--- src/design/dsg_defs.svh ---
// offsets, field positions, reset values and masks of the gate/reset block
`ifndef DSG_DEFS_SVH
`define DSG_DEFS_SVH

`define DSG_ADDR_W 12
`define DSG_PORTS 8

`define DSG_OFF_SOFT_RST 12'h040
`define DSG_OFF_RUN_CFG 12'h060
`define DSG_OFF_RUN_GATE 12'h108
`define DSG_OFF_SLEEP_GATE 12'h118
`define DSG_OFF_DEEP_GATE 12'h128
`define DSG_OFF_IRQ_STAT 12'h150
`define DSG_OFF_IRQ_MASK 12'h154
`define DSG_OFF_FAULT_INFO 12'h158
`define DSG_OFF_GATE_STAT 12'h15c

`define DSG_BIT_PWM_RST 20
`define DSG_BIT_HIBERN_RST 6
`define DSG_BIT_WATCHDOG_RST 3
`define DSG_SOFT_RST_IMPL 32'h00100048

`define DSG_BIT_AUTO_GATE 27

`define DSG_IRQ_W 2
`define DSG_IRQ_FAULT 0
`define DSG_IRQ_PMCHG 1

`define DSG_RST_GATE 8'h00
`define DSG_RST_SOFT_RST 32'h00000000
`define DSG_RST_IRQ 2'h0

`endif

--- src/design/dsg_pkg.sv ---
// types shared by the deep-sleep gate and soft reset block
`include "dsg_defs.svh"

package dsg_pkg;

	typedef enum logic [1:0] {
		DSG_PM_RUN,
		DSG_PM_SLEEP,
		DSG_PM_DEEP
	} dsg_pm_t;

	typedef struct packed {
		logic [`DSG_ADDR_W-1:0] addr;
		logic [31:0] wdata;
		logic wr;
		logic rd;
	} dsg_bus_req_t;

	typedef struct packed {
		logic valid;
		logic write;
		logic [2:0] port;
	} dsg_acc_req_t;

	typedef struct packed {
		logic done;
		logic fault;
	} dsg_acc_rsp_t;

	typedef struct packed {
		logic pwm;
		logic hibern;
		logic watchdog;
	} dsg_unit_rst_t;

	typedef struct packed {
		logic [`DSG_PORTS-1:0] run_gate;
		logic [`DSG_PORTS-1:0] sleep_gate;
		logic [`DSG_PORTS-1:0] deep_gate;
		logic auto_gate;
		logic [31:0] soft_rst;
		logic [`DSG_IRQ_W-1:0] irq_stat;
		logic [`DSG_IRQ_W-1:0] irq_mask;
		logic irq;
		logic [2:0] fault_port;
		logic fault_write;
		logic [7:0] fault_cnt;
		dsg_pm_t pm;
		logic [`DSG_PORTS-1:0] clk_en;
		dsg_unit_rst_t unit_rst;
		dsg_acc_rsp_t rsp;
		logic [31:0] rdata;
	} dsg_state_t;

endpackage

--- src/design/dsg_gate_cell.sv ---
// per-port selection of the gating bit that applies in the current power mode
`timescale 1ns/1ps
`default_nettype none

module dsg_gate_cell
	import dsg_pkg::*;
(
	input wire logic run_bit,
	input wire logic sleep_bit,
	input wire logic deep_bit,
	input wire dsg_pm_t pm,
	input wire logic auto_gate,
	output logic clk_on
);

	// without auto gating the run register governs every mode
	always_comb begin
		clk_on = run_bit;
		if (auto_gate) begin
			case (pm)
			DSG_PM_RUN: clk_on = run_bit;
			DSG_PM_SLEEP: clk_on = sleep_bit;
			DSG_PM_DEEP: clk_on = deep_bit;
			default: clk_on = run_bit;
			endcase
		end
	end

endmodule

`default_nettype wire

--- src/design/dsg_top.sv ---
// deep-sleep port clock gating and peripheral soft reset control
//
// Added by the designer: the address-and-strobe port.
`timescale 1ns/1ps
`default_nettype none

module dsg_top
	import dsg_pkg::*;
(
	input wire logic clk,
	input wire logic nrst,
	input wire dsg_bus_req_t bus_req,
	output logic [31:0] bus_rdata,
	input wire logic [31:0] capability_mask_1,
	input wire dsg_pm_t power_mode,
	input wire dsg_acc_req_t acc_req,
	output dsg_acc_rsp_t acc_rsp,
	output logic [`DSG_PORTS-1:0] port_clk_en,
	output dsg_unit_rst_t unit_rst,
	output logic irq
);

	localparam dsg_state_t DSG_STATE_RST = '{
		run_gate: `DSG_RST_GATE,
		sleep_gate: `DSG_RST_GATE,
		deep_gate: `DSG_RST_GATE,
		auto_gate: 1'b0,
		soft_rst: `DSG_RST_SOFT_RST,
		irq_stat: `DSG_RST_IRQ,
		irq_mask: `DSG_RST_IRQ,
		irq: 1'b0,
		fault_port: 3'h0,
		fault_write: 1'b0,
		fault_cnt: 8'h00,
		pm: DSG_PM_RUN,
		clk_en: `DSG_RST_GATE,
		unit_rst: 3'h0,
		rsp: 2'h0,
		rdata: 32'h00000000
	};

	dsg_state_t s_q;
	dsg_state_t s_d;

	logic [`DSG_PORTS-1:0] gate_sel;
	logic wr_soft_rst;
	logic wr_run_cfg;
	logic wr_run_gate;
	logic wr_sleep_gate;
	logic wr_deep_gate;
	logic wr_irq_stat;
	logic wr_irq_mask;
	logic [31:0] srst_mask;
	logic [`DSG_IRQ_W-1:0] irq_set;
	logic [`DSG_IRQ_W-1:0] irq_clr;
	logic acc_fault;

	// one selector per port, all fed from the current mode
	genvar gi;
	generate
		for (gi = 0; gi < `DSG_PORTS; gi = gi + 1) begin : g_port
			dsg_gate_cell u_cell (
				.run_bit(s_q.run_gate[gi]),
				.sleep_bit(s_q.sleep_gate[gi]),
				.deep_bit(s_q.deep_gate[gi]),
				.pm(power_mode),
				.auto_gate(s_q.auto_gate),
				.clk_on(gate_sel[gi])
			);
		end
	endgenerate

	// write address decode
	always_comb begin
		wr_soft_rst = bus_req.wr && (bus_req.addr == `DSG_OFF_SOFT_RST);
		wr_run_cfg = bus_req.wr && (bus_req.addr == `DSG_OFF_RUN_CFG);
		wr_run_gate = bus_req.wr && (bus_req.addr == `DSG_OFF_RUN_GATE);
		wr_sleep_gate = bus_req.wr && (bus_req.addr == `DSG_OFF_SLEEP_GATE);
		wr_deep_gate = bus_req.wr && (bus_req.addr == `DSG_OFF_DEEP_GATE);
		wr_irq_stat = bus_req.wr && (bus_req.addr == `DSG_OFF_IRQ_STAT);
		wr_irq_mask = bus_req.wr && (bus_req.addr == `DSG_OFF_IRQ_MASK);
	end

	// only present, implemented units may be changed by software
	assign srst_mask = capability_mask_1 & `DSG_SOFT_RST_IMPL;

	// the fault check uses the clock actually delivered, not the
	// register contents, so a mode change takes effect one cycle later
	assign acc_fault = acc_req.valid && !s_q.clk_en[acc_req.port];

	// interrupt events: faulted access and power mode change
	always_comb begin
		irq_set = '0;
		irq_set[`DSG_IRQ_FAULT] = acc_fault;
		irq_set[`DSG_IRQ_PMCHG] = (power_mode != s_q.pm);
		irq_clr = '0;
		if (wr_irq_stat) begin
			irq_clr = bus_req.wdata[`DSG_IRQ_W-1:0];
		end
	end

	// next state
	always_comb begin
		s_d = s_q;
		s_d.rsp = 2'h0;
		s_d.rdata = 32'h00000000;
		s_d.pm = power_mode;

		// gating registers keep only the eight port bits
		if (wr_run_gate) begin
			s_d.run_gate = bus_req.wdata[`DSG_PORTS-1:0];
		end
		if (wr_sleep_gate) begin
			s_d.sleep_gate = bus_req.wdata[`DSG_PORTS-1:0];
		end
		if (wr_deep_gate) begin
			s_d.deep_gate = bus_req.wdata[`DSG_PORTS-1:0];
		end
		if (wr_run_cfg) begin
			s_d.auto_gate = bus_req.wdata[`DSG_BIT_AUTO_GATE];
		end

		// masked merge keeps bits of absent units unchanged
		if (wr_soft_rst) begin
			s_d.soft_rst = (s_q.soft_rst & ~srst_mask) |
				(bus_req.wdata & srst_mask);
		end

		if (wr_irq_mask) begin
			s_d.irq_mask = bus_req.wdata[`DSG_IRQ_W-1:0];
		end
		// a new event beats a clear in the same cycle
		s_d.irq_stat = (s_q.irq_stat & ~irq_clr) | irq_set;
		s_d.irq = |(s_d.irq_stat & s_d.irq_mask);

		// access answer one cycle after the request
		if (acc_req.valid) begin
			s_d.rsp.done = !acc_fault;
			s_d.rsp.fault = acc_fault;
		end
		if (acc_fault) begin
			s_d.fault_port = acc_req.port;
			s_d.fault_write = acc_req.write;
			if (s_q.fault_cnt != 8'hff) begin
				s_d.fault_cnt = s_q.fault_cnt + 8'h01;
			end
		end

		// delivered clocks follow the selected register
		s_d.clk_en = gate_sel;

		// units held in reset for as long as their bit is set
		s_d.unit_rst.pwm = s_d.soft_rst[`DSG_BIT_PWM_RST];
		s_d.unit_rst.hibern = s_d.soft_rst[`DSG_BIT_HIBERN_RST];
		s_d.unit_rst.watchdog = s_d.soft_rst[`DSG_BIT_WATCHDOG_RST];

		// read mux, unmapped addresses read zero
		if (bus_req.rd) begin
			case (bus_req.addr)
			`DSG_OFF_SOFT_RST: begin
				s_d.rdata = s_q.soft_rst & `DSG_SOFT_RST_IMPL;
			end
			`DSG_OFF_RUN_CFG: begin
				s_d.rdata[`DSG_BIT_AUTO_GATE] = s_q.auto_gate;
			end
			`DSG_OFF_RUN_GATE: begin
				s_d.rdata[`DSG_PORTS-1:0] = s_q.run_gate;
			end
			`DSG_OFF_SLEEP_GATE: begin
				s_d.rdata[`DSG_PORTS-1:0] = s_q.sleep_gate;
			end
			`DSG_OFF_DEEP_GATE: begin
				s_d.rdata[`DSG_PORTS-1:0] = s_q.deep_gate;
			end
			`DSG_OFF_IRQ_STAT: begin
				s_d.rdata[`DSG_IRQ_W-1:0] = s_q.irq_stat;
			end
			`DSG_OFF_IRQ_MASK: begin
				s_d.rdata[`DSG_IRQ_W-1:0] = s_q.irq_mask;
			end
			`DSG_OFF_FAULT_INFO: begin
				s_d.rdata[15:8] = s_q.fault_cnt;
				s_d.rdata[4] = s_q.fault_write;
				s_d.rdata[2:0] = s_q.fault_port;
			end
			`DSG_OFF_GATE_STAT: begin
				s_d.rdata[`DSG_PORTS-1:0] = s_q.clk_en;
			end
			default: begin
				s_d.rdata = 32'h00000000;
			end
			endcase
		end
	end

	// whole block state in one register
	always_ff @(posedge clk or negedge nrst) begin
		if (!nrst) begin
			s_q <= DSG_STATE_RST;
		end else begin
			s_q <= s_d;
		end
	end

	assign bus_rdata = s_q.rdata;
	assign acc_rsp = s_q.rsp;
	assign port_clk_en = s_q.clk_en;
	assign unit_rst = s_q.unit_rst;
	assign irq = s_q.irq;

endmodule

`default_nettype wire

--- config.mk ---
export PLATFORM = sky130hd
export DESIGN_NAME = dsg_top
export DESIGN_NICKNAME = d
export VERILOG_FILES = /design/src/design/dsg_pkg.sv /design/src/design/dsg_gate_cell.sv /design/src/design/dsg_top.sv
export VERILOG_INCLUDE_DIRS = /design/src /design/src/design
export SDC_FILE = /design/constraint.sdc
export NUM_CORES = 1
export LEC_CHECK = 0
export ABC_AREA = 1
export BUFFER_PORTS_ARGS = -buffer_cell sky130_fd_sc_hd__buf_4
export CORE_MARGIN = 4
export CORE_UTILIZATION = 40
export CTS_CLUSTER_DIAMETER = 80
export DETAILED_ROUTE_END_ITERATION = 8
export GPL_TIMING_DRIVEN = 1
export PLACE_DENSITY = 0.78
export SLEW_MARGIN = 0
export SYNTH_ARGS = -nofsm -noshare
export SYNTH_HDL_FRONTEND = slang
export SYNTH_HIERARCHICAL = 1
export SYNTH_SLANG_ARGS = --single-unit
export TNS_END_PERCENT = 5
--- constraint.sdc ---
create_clock -name clk -period 1.4 [get_ports clk]
set_input_delay 0.21 -clock clk [delete_from_list [all_inputs] [get_ports clk]]
set_output_delay 0.21 -clock clk [all_outputs]
set_load 0.05 [all_outputs]
==> results.txt, run 1 <==
- Run status: complete, but fails checks
- Violated checks: negative setup slack
* Final Hold Vio Count: 0
- STA classifies the critical path endpoint as a register.
- For this design the static power due to leakage is 2.85 nW.
- The share of synthesized area in the top cell type comes to 0.425.
* Initial Utilization: 0.407
* Maximum fanout count along the critical path: 8
- Sequential cell area: 1880 um^2
* Path type of the worst setup path: register to register
- Launching element type of the critical path: register
- Synth area leader: dfrtp_1
- The H-tree was split into 3 levels.
- After synthesis the netlist holds a flip-flop and latch count of 75.
* Cell count after placement: 760
- Setup violations remaining at the end of the flow were counted as 1.
- Clock-pin slew was measured on the worst setup and hold paths at 0.07 ns.
* Final design utilization: 0.504
- Last weighted congestion value of the routability-driven placer: 0.865
* Die Area: 12800 um^2
- Number of vias after detailed routing: 3733
* Number of top-level pins: 133
- Clk root buf: clkbuf_8
- After synthesis, the mean cell area works out to 8.11 um^2.
- # rows: 38
* Number of maximum-capacitance constraint violations: 0
- After the first detailed-routing iteration, the DRC count stood at 256.
- Share of synthesized area occupied by flip-flops and latches: 0.425
* Instance count of the mapped netlist: 544
- Worst R2R Start: s_q[48]
- The first global-routing pass estimated 17.5 mm of wire.
- Overflow after GRT: 0
* Antenna diodes: 0
- The clock arrives with 0.00793 ns of skew.
* Initial antenna violation count: 0
* Pin count of the biggest net entering global routing: 28
* Die span in x: 113 um
* Yosys cell types: 30
- Dividing the final minimum period by the clock period gives 1.00.
- The worst pin sits at a relative slew slack of 0.666.
- Clock tree synthesis inserted a total of 9 buffers.
- The number of global-route vias before repair came to 3728.
- Fraction of layout cells with a size suffix above 1: 0.309
- Drt first pass iters: 5
* Fmax: 713 MHz
* Register-to-Register Setup Slack: -0.003 ns
* Power per cell area: 900 nW/um^2
* Post-route ant nets: 0
- Excluding fillers, the count of instances in the completed layout stands at 777.
- Mean number of vias per cell: 4.80
* Critical path required time: 1.65 ns
- Clock tree from TritonCTS: yes
- From synthesis to final layout, the design area changed by 23.7%.
- Number of remaining DRC errors: 0
- Synth area leaders: dfrtp_1, nand2_1, buf_4
- Signal arrival time at the worst endpoint: 1.65 ns
- Layout fillers: 985
- Area of the core: 10800 um^2
- Multi-input gate area in the final layout: 2000 um^2
* Launching instance or port of the critical path: s_q[48]
- The path class of the tightest hold or removal check is primary input to register.
- Clk buf depth: 2
- The final max-slew violation count is 0.
* Unrepaired setup endpoints after global routing: true
- Once detailed placement completed, the half-perimeter wirelength came to 8.14 mm.
* Origin of the worst min-delay path: acc_req[3]
* Worst Tran Pin Value: 0.501 ns
- At the later pin of the worst-skew pair, clock insertion delay measures 0.36 ns.
- For this run, the number of Yosys warnings is 6.
- DRT Wirelength: 10.6 mm
* Setup Slack @ Placement: -0.172 ns
- VDD sags by at most 511 uV.
- The smallest clock period supported by the final layout is computed as 1.40 ns.
- The count of buffers added on input and output ports is 67.
- For this run, the post-layout net count is 737.
- Total power for the finished layout comes to 4.91 mW.
- The die is 113 um tall.
- Across every metal layer, demand over resource in global routing totals 0.172.
- In the final routed layout, each cell accounts on average for 13.7 um.
- Minimum setup slack in the final design: -0.00258 ns
- Netlist area before placement: 4410 um^2
* CTS sink count: 75
[through the flow]
step | hold slack, ns | TNS [ns] | cell area (um^2)
2_1_floorplan | -0.0856 | 0 | 4460
3_3_place_gp | 0.154 | -1.17 | 5180
3_5_place_dp | 0.159 | -2.10 | 5180
4_1_cts | 0.0534 | -0.000764 | 5390
5_1_grt | 0.0785 | -0.722 | 5460
6_report | 0.0561 | -0.00258 | 5460
[critical path, stage by stage (launching register included)]
cell and delay, ns:
dfrtp_1 0.40, ha_4 0.17, nand3_4 0.09, nor3_4 0.22
nand3_2 0.14, inv_2 0.09, nor2_4 0.06, nand2_1 0.06
nand2_1 0.06
[cells in the mapped netlist, drive strengths merged]
| cell type | n |
|---|---|
| nand2 | 157 |
| nor3 | 3 |
| xor2 | 7 |
| o21bai | 9 |
| o2111ai | 1 |
| buf | 51 |
| and2 | 1 |
| nand4 | 13 |
| nor4 | 1 |
| a21oi | 2 |
| conb | 1 |
| dfrtp | 75 |
| ha | 17 |
| nor3b | 2 |
| inv | 72 |
| o31a | 1 |
| o21ai | 39 |
| nor2 | 60 |
| nand3 | 32 |
[logic make-up after synthesis]
family,share of synthesized area
xor gates and xnor gates,0.0139
adders and majority gates,0.0482
AOI/OAI and AO/OA,0.0853
other,0.000850
DFF,0.425
buffers and inverters,0.150
and+or+nand+nor,0.277
[cell usage in the layout (no fill, tap or decap), drive strengths merged, types with 2 or more instances in the layout]
master  Yosys  final
clkbuf      0     12
conb        1     14
nand2     157    157
inv        72     72
xor2        7      7
nand4      13     13
ha         17     17
nand3      32     32
a21oi       2      2
nor3        3      3
dfrtp      75     75
nor3b       2      2
o21bai      9      9
clkinv      0      3
o21ai      39     39
buf        51    115
nor2       60     60
[routing by layer]
layer,up-vias,GRT usage,routed length [um]
li1,1823,-,-
met1,1775,0.209,4460
met2,116,0.293,5310
met3,19,0.0358,608
met4,0,0.0769,242
met5,-,0,0
[repair_timing]
action	CTS	global route
pin swaps	2	5
buffers inserted	0	1
endpoints found under the setup margin	8	13
gates cloned	0	0
endpoints found under the hold margin	25	0
gates resized for setup	3	13
hold buffers	1	0
[registers in the layout, indices dropped and copies added (netlist names), named ones only]
register / flops
irq: 1
acc_rsp: 2
port_clk_en: 8
s_q: 43
bus_rdata: 18
[worst paths after layout]
path,endpoint,depth (start not counted)
setup / recovery,s_q[50],8
max in group asynchronous,port_clk_en[5],3
min in group asynchronous,bus_rdata[27],2
hold reg to reg,s_q[56],2
setup reg to reg,s_q[50],8
hold / removal,s_q[55],3
[layout make-up]
| class | instances | area share |
|---|---|---|
| clock buffers | 12 | 0.0303 |
| well taps | 140 | 0.0321 |
| repair buffers | 116 | 0.174 |
| clock inverters | 3 | 0.00413 |
| inverters | 72 | 0.0495 |
| multi-input cells | 359 | 0.366 |
| flip-flops and latches | 75 | 0.344 |
[where the power goes]
| group | internal (mW) | switching, mW |
|---|---|---|
| Combinational | 0.364 | 0.581 |
| Sequential | 2.27 | 0.0988 |
| Clock | 0.782 | 0.813 |
| Total | 3.42 | 1.49 |
No activity file was read; power rests on OpenSTA's default activity.
==> run 2: changes to the inputs <==
==> constraint.sdc (replaced) <==
create_clock -name clk -period 1.4 [get_ports clk]
set_input_delay 0.28 -clock clk [delete_from_list [all_inputs] [get_ports clk]]
set_output_delay 0.28 -clock clk [all_outputs]
set_load 0.05 [all_outputs]
==> run 2 against run 1 <==
  * The flow still finishes with violations (negative setup slack)
  * Global-route usage grew 0.90 points
  * Clock power shrank 3%
  * Combinational power grew 3.8%
  * Setup slack lost 0.024 ns
  * Total power is essentially flat
  * Sequential cell count is the same
  * Largest cell class unchanged
  * Largest power group unchanged
==> results.txt, run 2 (synthesis results as in run 1) <==
- Final setup violation count: 1
- Number of maximum-capacitance constraint violations: 0
- Setup repair after global routing could not meet its margin everywhere.
- H-tree level count: 3
- Area of the core: 10800 um^2
- The critical path is of the register to register type.
- Maximum fanout count along the critical path: 2
- Final period util: 1.02
- Leaving out fill and tap cells, the most frequent cell in the layout is nand2_1.
- The register with the most flip-flops in the layout has 43 of them.
- The layout has 977 filler cells.
* Post-DP HPWL: 8.35 mm
- For the worst setup path, the data required time is 1.71 ns.
- Traced cell by cell, the critical path runs through ha_4, nand3_4, nor3_4, buf_4, xor2_1, nand2_2, nand2_2.
* Sequential cell area: 1880 um^2
- After layout, the design draws a total of 4.91 mW.
* # rows: 38
- CTS sink count: 75
- Clk root buf: clkbuf_8
- Violated checks: negative setup slack
- By instance count, the cell type seen most on the critical path is nand2_2.
* Overflow after GRT: 0
- The congestion estimate from routability-driven global placement came to 0.865.
- In the final design database the tool counted 744 nets.
- After clock tree synthesis, the clock-pin slew on the worst setup and hold paths is 0.08 ns.
- Antenna diodes: 0
- Signal arrival time at the worst endpoint: 1.73 ns
- Relative to the synthesized area, the layout overhead comes to 25.1%.
- Initial Utilization: 0.407
* Max incr delay on CP: 0.40 ns
- The first detailed-routing pass ran for 4 iterations.
* Most frequent cells in the layout: nand2_1, buf_4, dfrtp_1, inv_1, nor2_1
- In this run the static leakage power is 2.88 nW.
- Of the cells placed in the final design, the portion with a size suffix greater than 1 is 0.322.
* Starting DRT DRC Count: 276
* Mean number of vias per cell: 4.74
- CP Capture Type: register
- Clk buf depth: 2
- On the critical path, the stage with the largest delay is an instance of dfrtp_1.
- Fmax: 701 MHz
- The worst-case IR drop observed on VDD is 535 uV.
- Worst slack on hold paths: 0.120 ns
- Power per cell area: 890 nW/um^2
- The detailed router placed 3719 vias in this run.
- Count of final max-slew check failures: 0
* Layout Skew: 0.00769 ns
- In the final layout, the multi-input gates occupy 2010 um^2.
- Clock tree from TritonCTS: yes
- Final Hold Vio Count: 0
* Pin count of the biggest net entering global routing: 29
- The final layout contains routed wiring with a total length of 11.1 mm.
- The worst hold path belongs to the class primary input to register.
* TritonCTS Buffers: 9
- Prior to clock tree synthesis, the placed netlist has a worst setup slack of -0.230 ns.
- Total Routing Usage GR: 0.181
* Clock latency of the later-clocked register in the worst-skew pair: 0.36 ns
* Vias in the first global route: 3865
* Biggest register: s_q
- Die Area: 12800 um^2
- Number of remaining DRC errors: 0
- For the finished layout, the period the worst path requires is 1.43 ns.
- From left edge to right edge, the die measures 113 um.
* Run status: complete, but fails checks
- Minimum setup slack in the final design: -0.0265 ns
- Initial antenna violation count: 0
- Global-route wire length before repair: 18.5 mm
* Count of buffers from port buffering: 67
- 133 I/O pins were placed.
* WL/cell: 14.1 um
* Die Span Y: 113 um
- Post-route ant nets: 0
* Launching element type of the critical path: register
* Final design utilization: 0.509
==> run 2: changes by cell type in the layout (fill, tap and decap cells not counted), sizes merged <==
cell	change
buf	+7
clkbuf	-2
clkinv	+1
clkinvlp	+1
inv	+1
==> run 2: final timing paths <==
check / start / to / cells after the start / slack [ns]
worst max-delay path: s_q[48] / s_q[53] / 7 / -0.03
worst min-delay path: acc_req[3] / s_q[55] / 3 / 0.12
worst max register to register: s_q[48] / s_q[53] / 7 / -0.03
worst min register to register: s_q[55] / s_q[55] / 2 / 0.49
max in group asynchronous: nrst / bus_rdata[8] / 3 / 0.58
min in group asynchronous: nrst / s_q[96] / 2 / 0.37
==> run 2: final cells by class <==
| class | count | area share |
|---|---|---|
| inverters | 72 | 0.0490 |
| repair buffers | 123 | 0.183 |
| flip-flops and latches | 75 | 0.340 |
| multi-input cells | 359 | 0.364 |
| clock inverters | 6 | 0.00725 |
| well taps | 140 | 0.0317 |
| clock buffers | 10 | 0.0249 |
==> run 2: repair_timing <==
action	in CTS	in global routing
resized for setup	6	17
pin swaps	1	12
endpoints found under the hold margin	22	0
setup endpoints to repair	10	14
hold buffers	1	0
setup buffers	0	2
==> run 2: worst max-delay path: cells and delay by family (launching register included) <==
| kind | cells | cell delay [ns] |
|---|---|---|
| simple gates | 4 | 0.45 |
| flops | 1 | 0.40 |
| fa+ha+maj | 1 | 0.17 |
| buf+inv | 1 | 0.14 |
| xor+xnor | 1 | 0.22 |
==> run 2: power by group <==
part	internal [mW]	leakage, nW	switching [mW]
Sequential	2.27	1.01	0.108
Combinational	0.380	1.78	0.602
Clock	0.691	0.0924	0.863
Total	3.34	2.88	1.57
==> run 2: routing by layer <==
metal	share of wire	vias up	global-route usage	wire (um)
met5	0	-	0	0
met2	0.50	109	0.310	5550
met4	0.024	0	0.0593	265
met3	0.059	28	0.0460	649
li1	-	1839	-	-
met1	0.42	1743	0.223	4620
==> run 2: metrics by stage <==
| stage | TNS (ns) | instances | area [um^2] |
|---|---|---|---|
| after floorplan | 0 | 557 | 4460 |
| after global placement | -3.37 | 766 | 5220 |
| after detailed placement | -6.15 | 766 | 5220 |
| after CTS | 0 | 783 | 5440 |
| after global routing | -0.517 | 785 | 5520 |
| final | -0.0265 | 785 | 5520 |
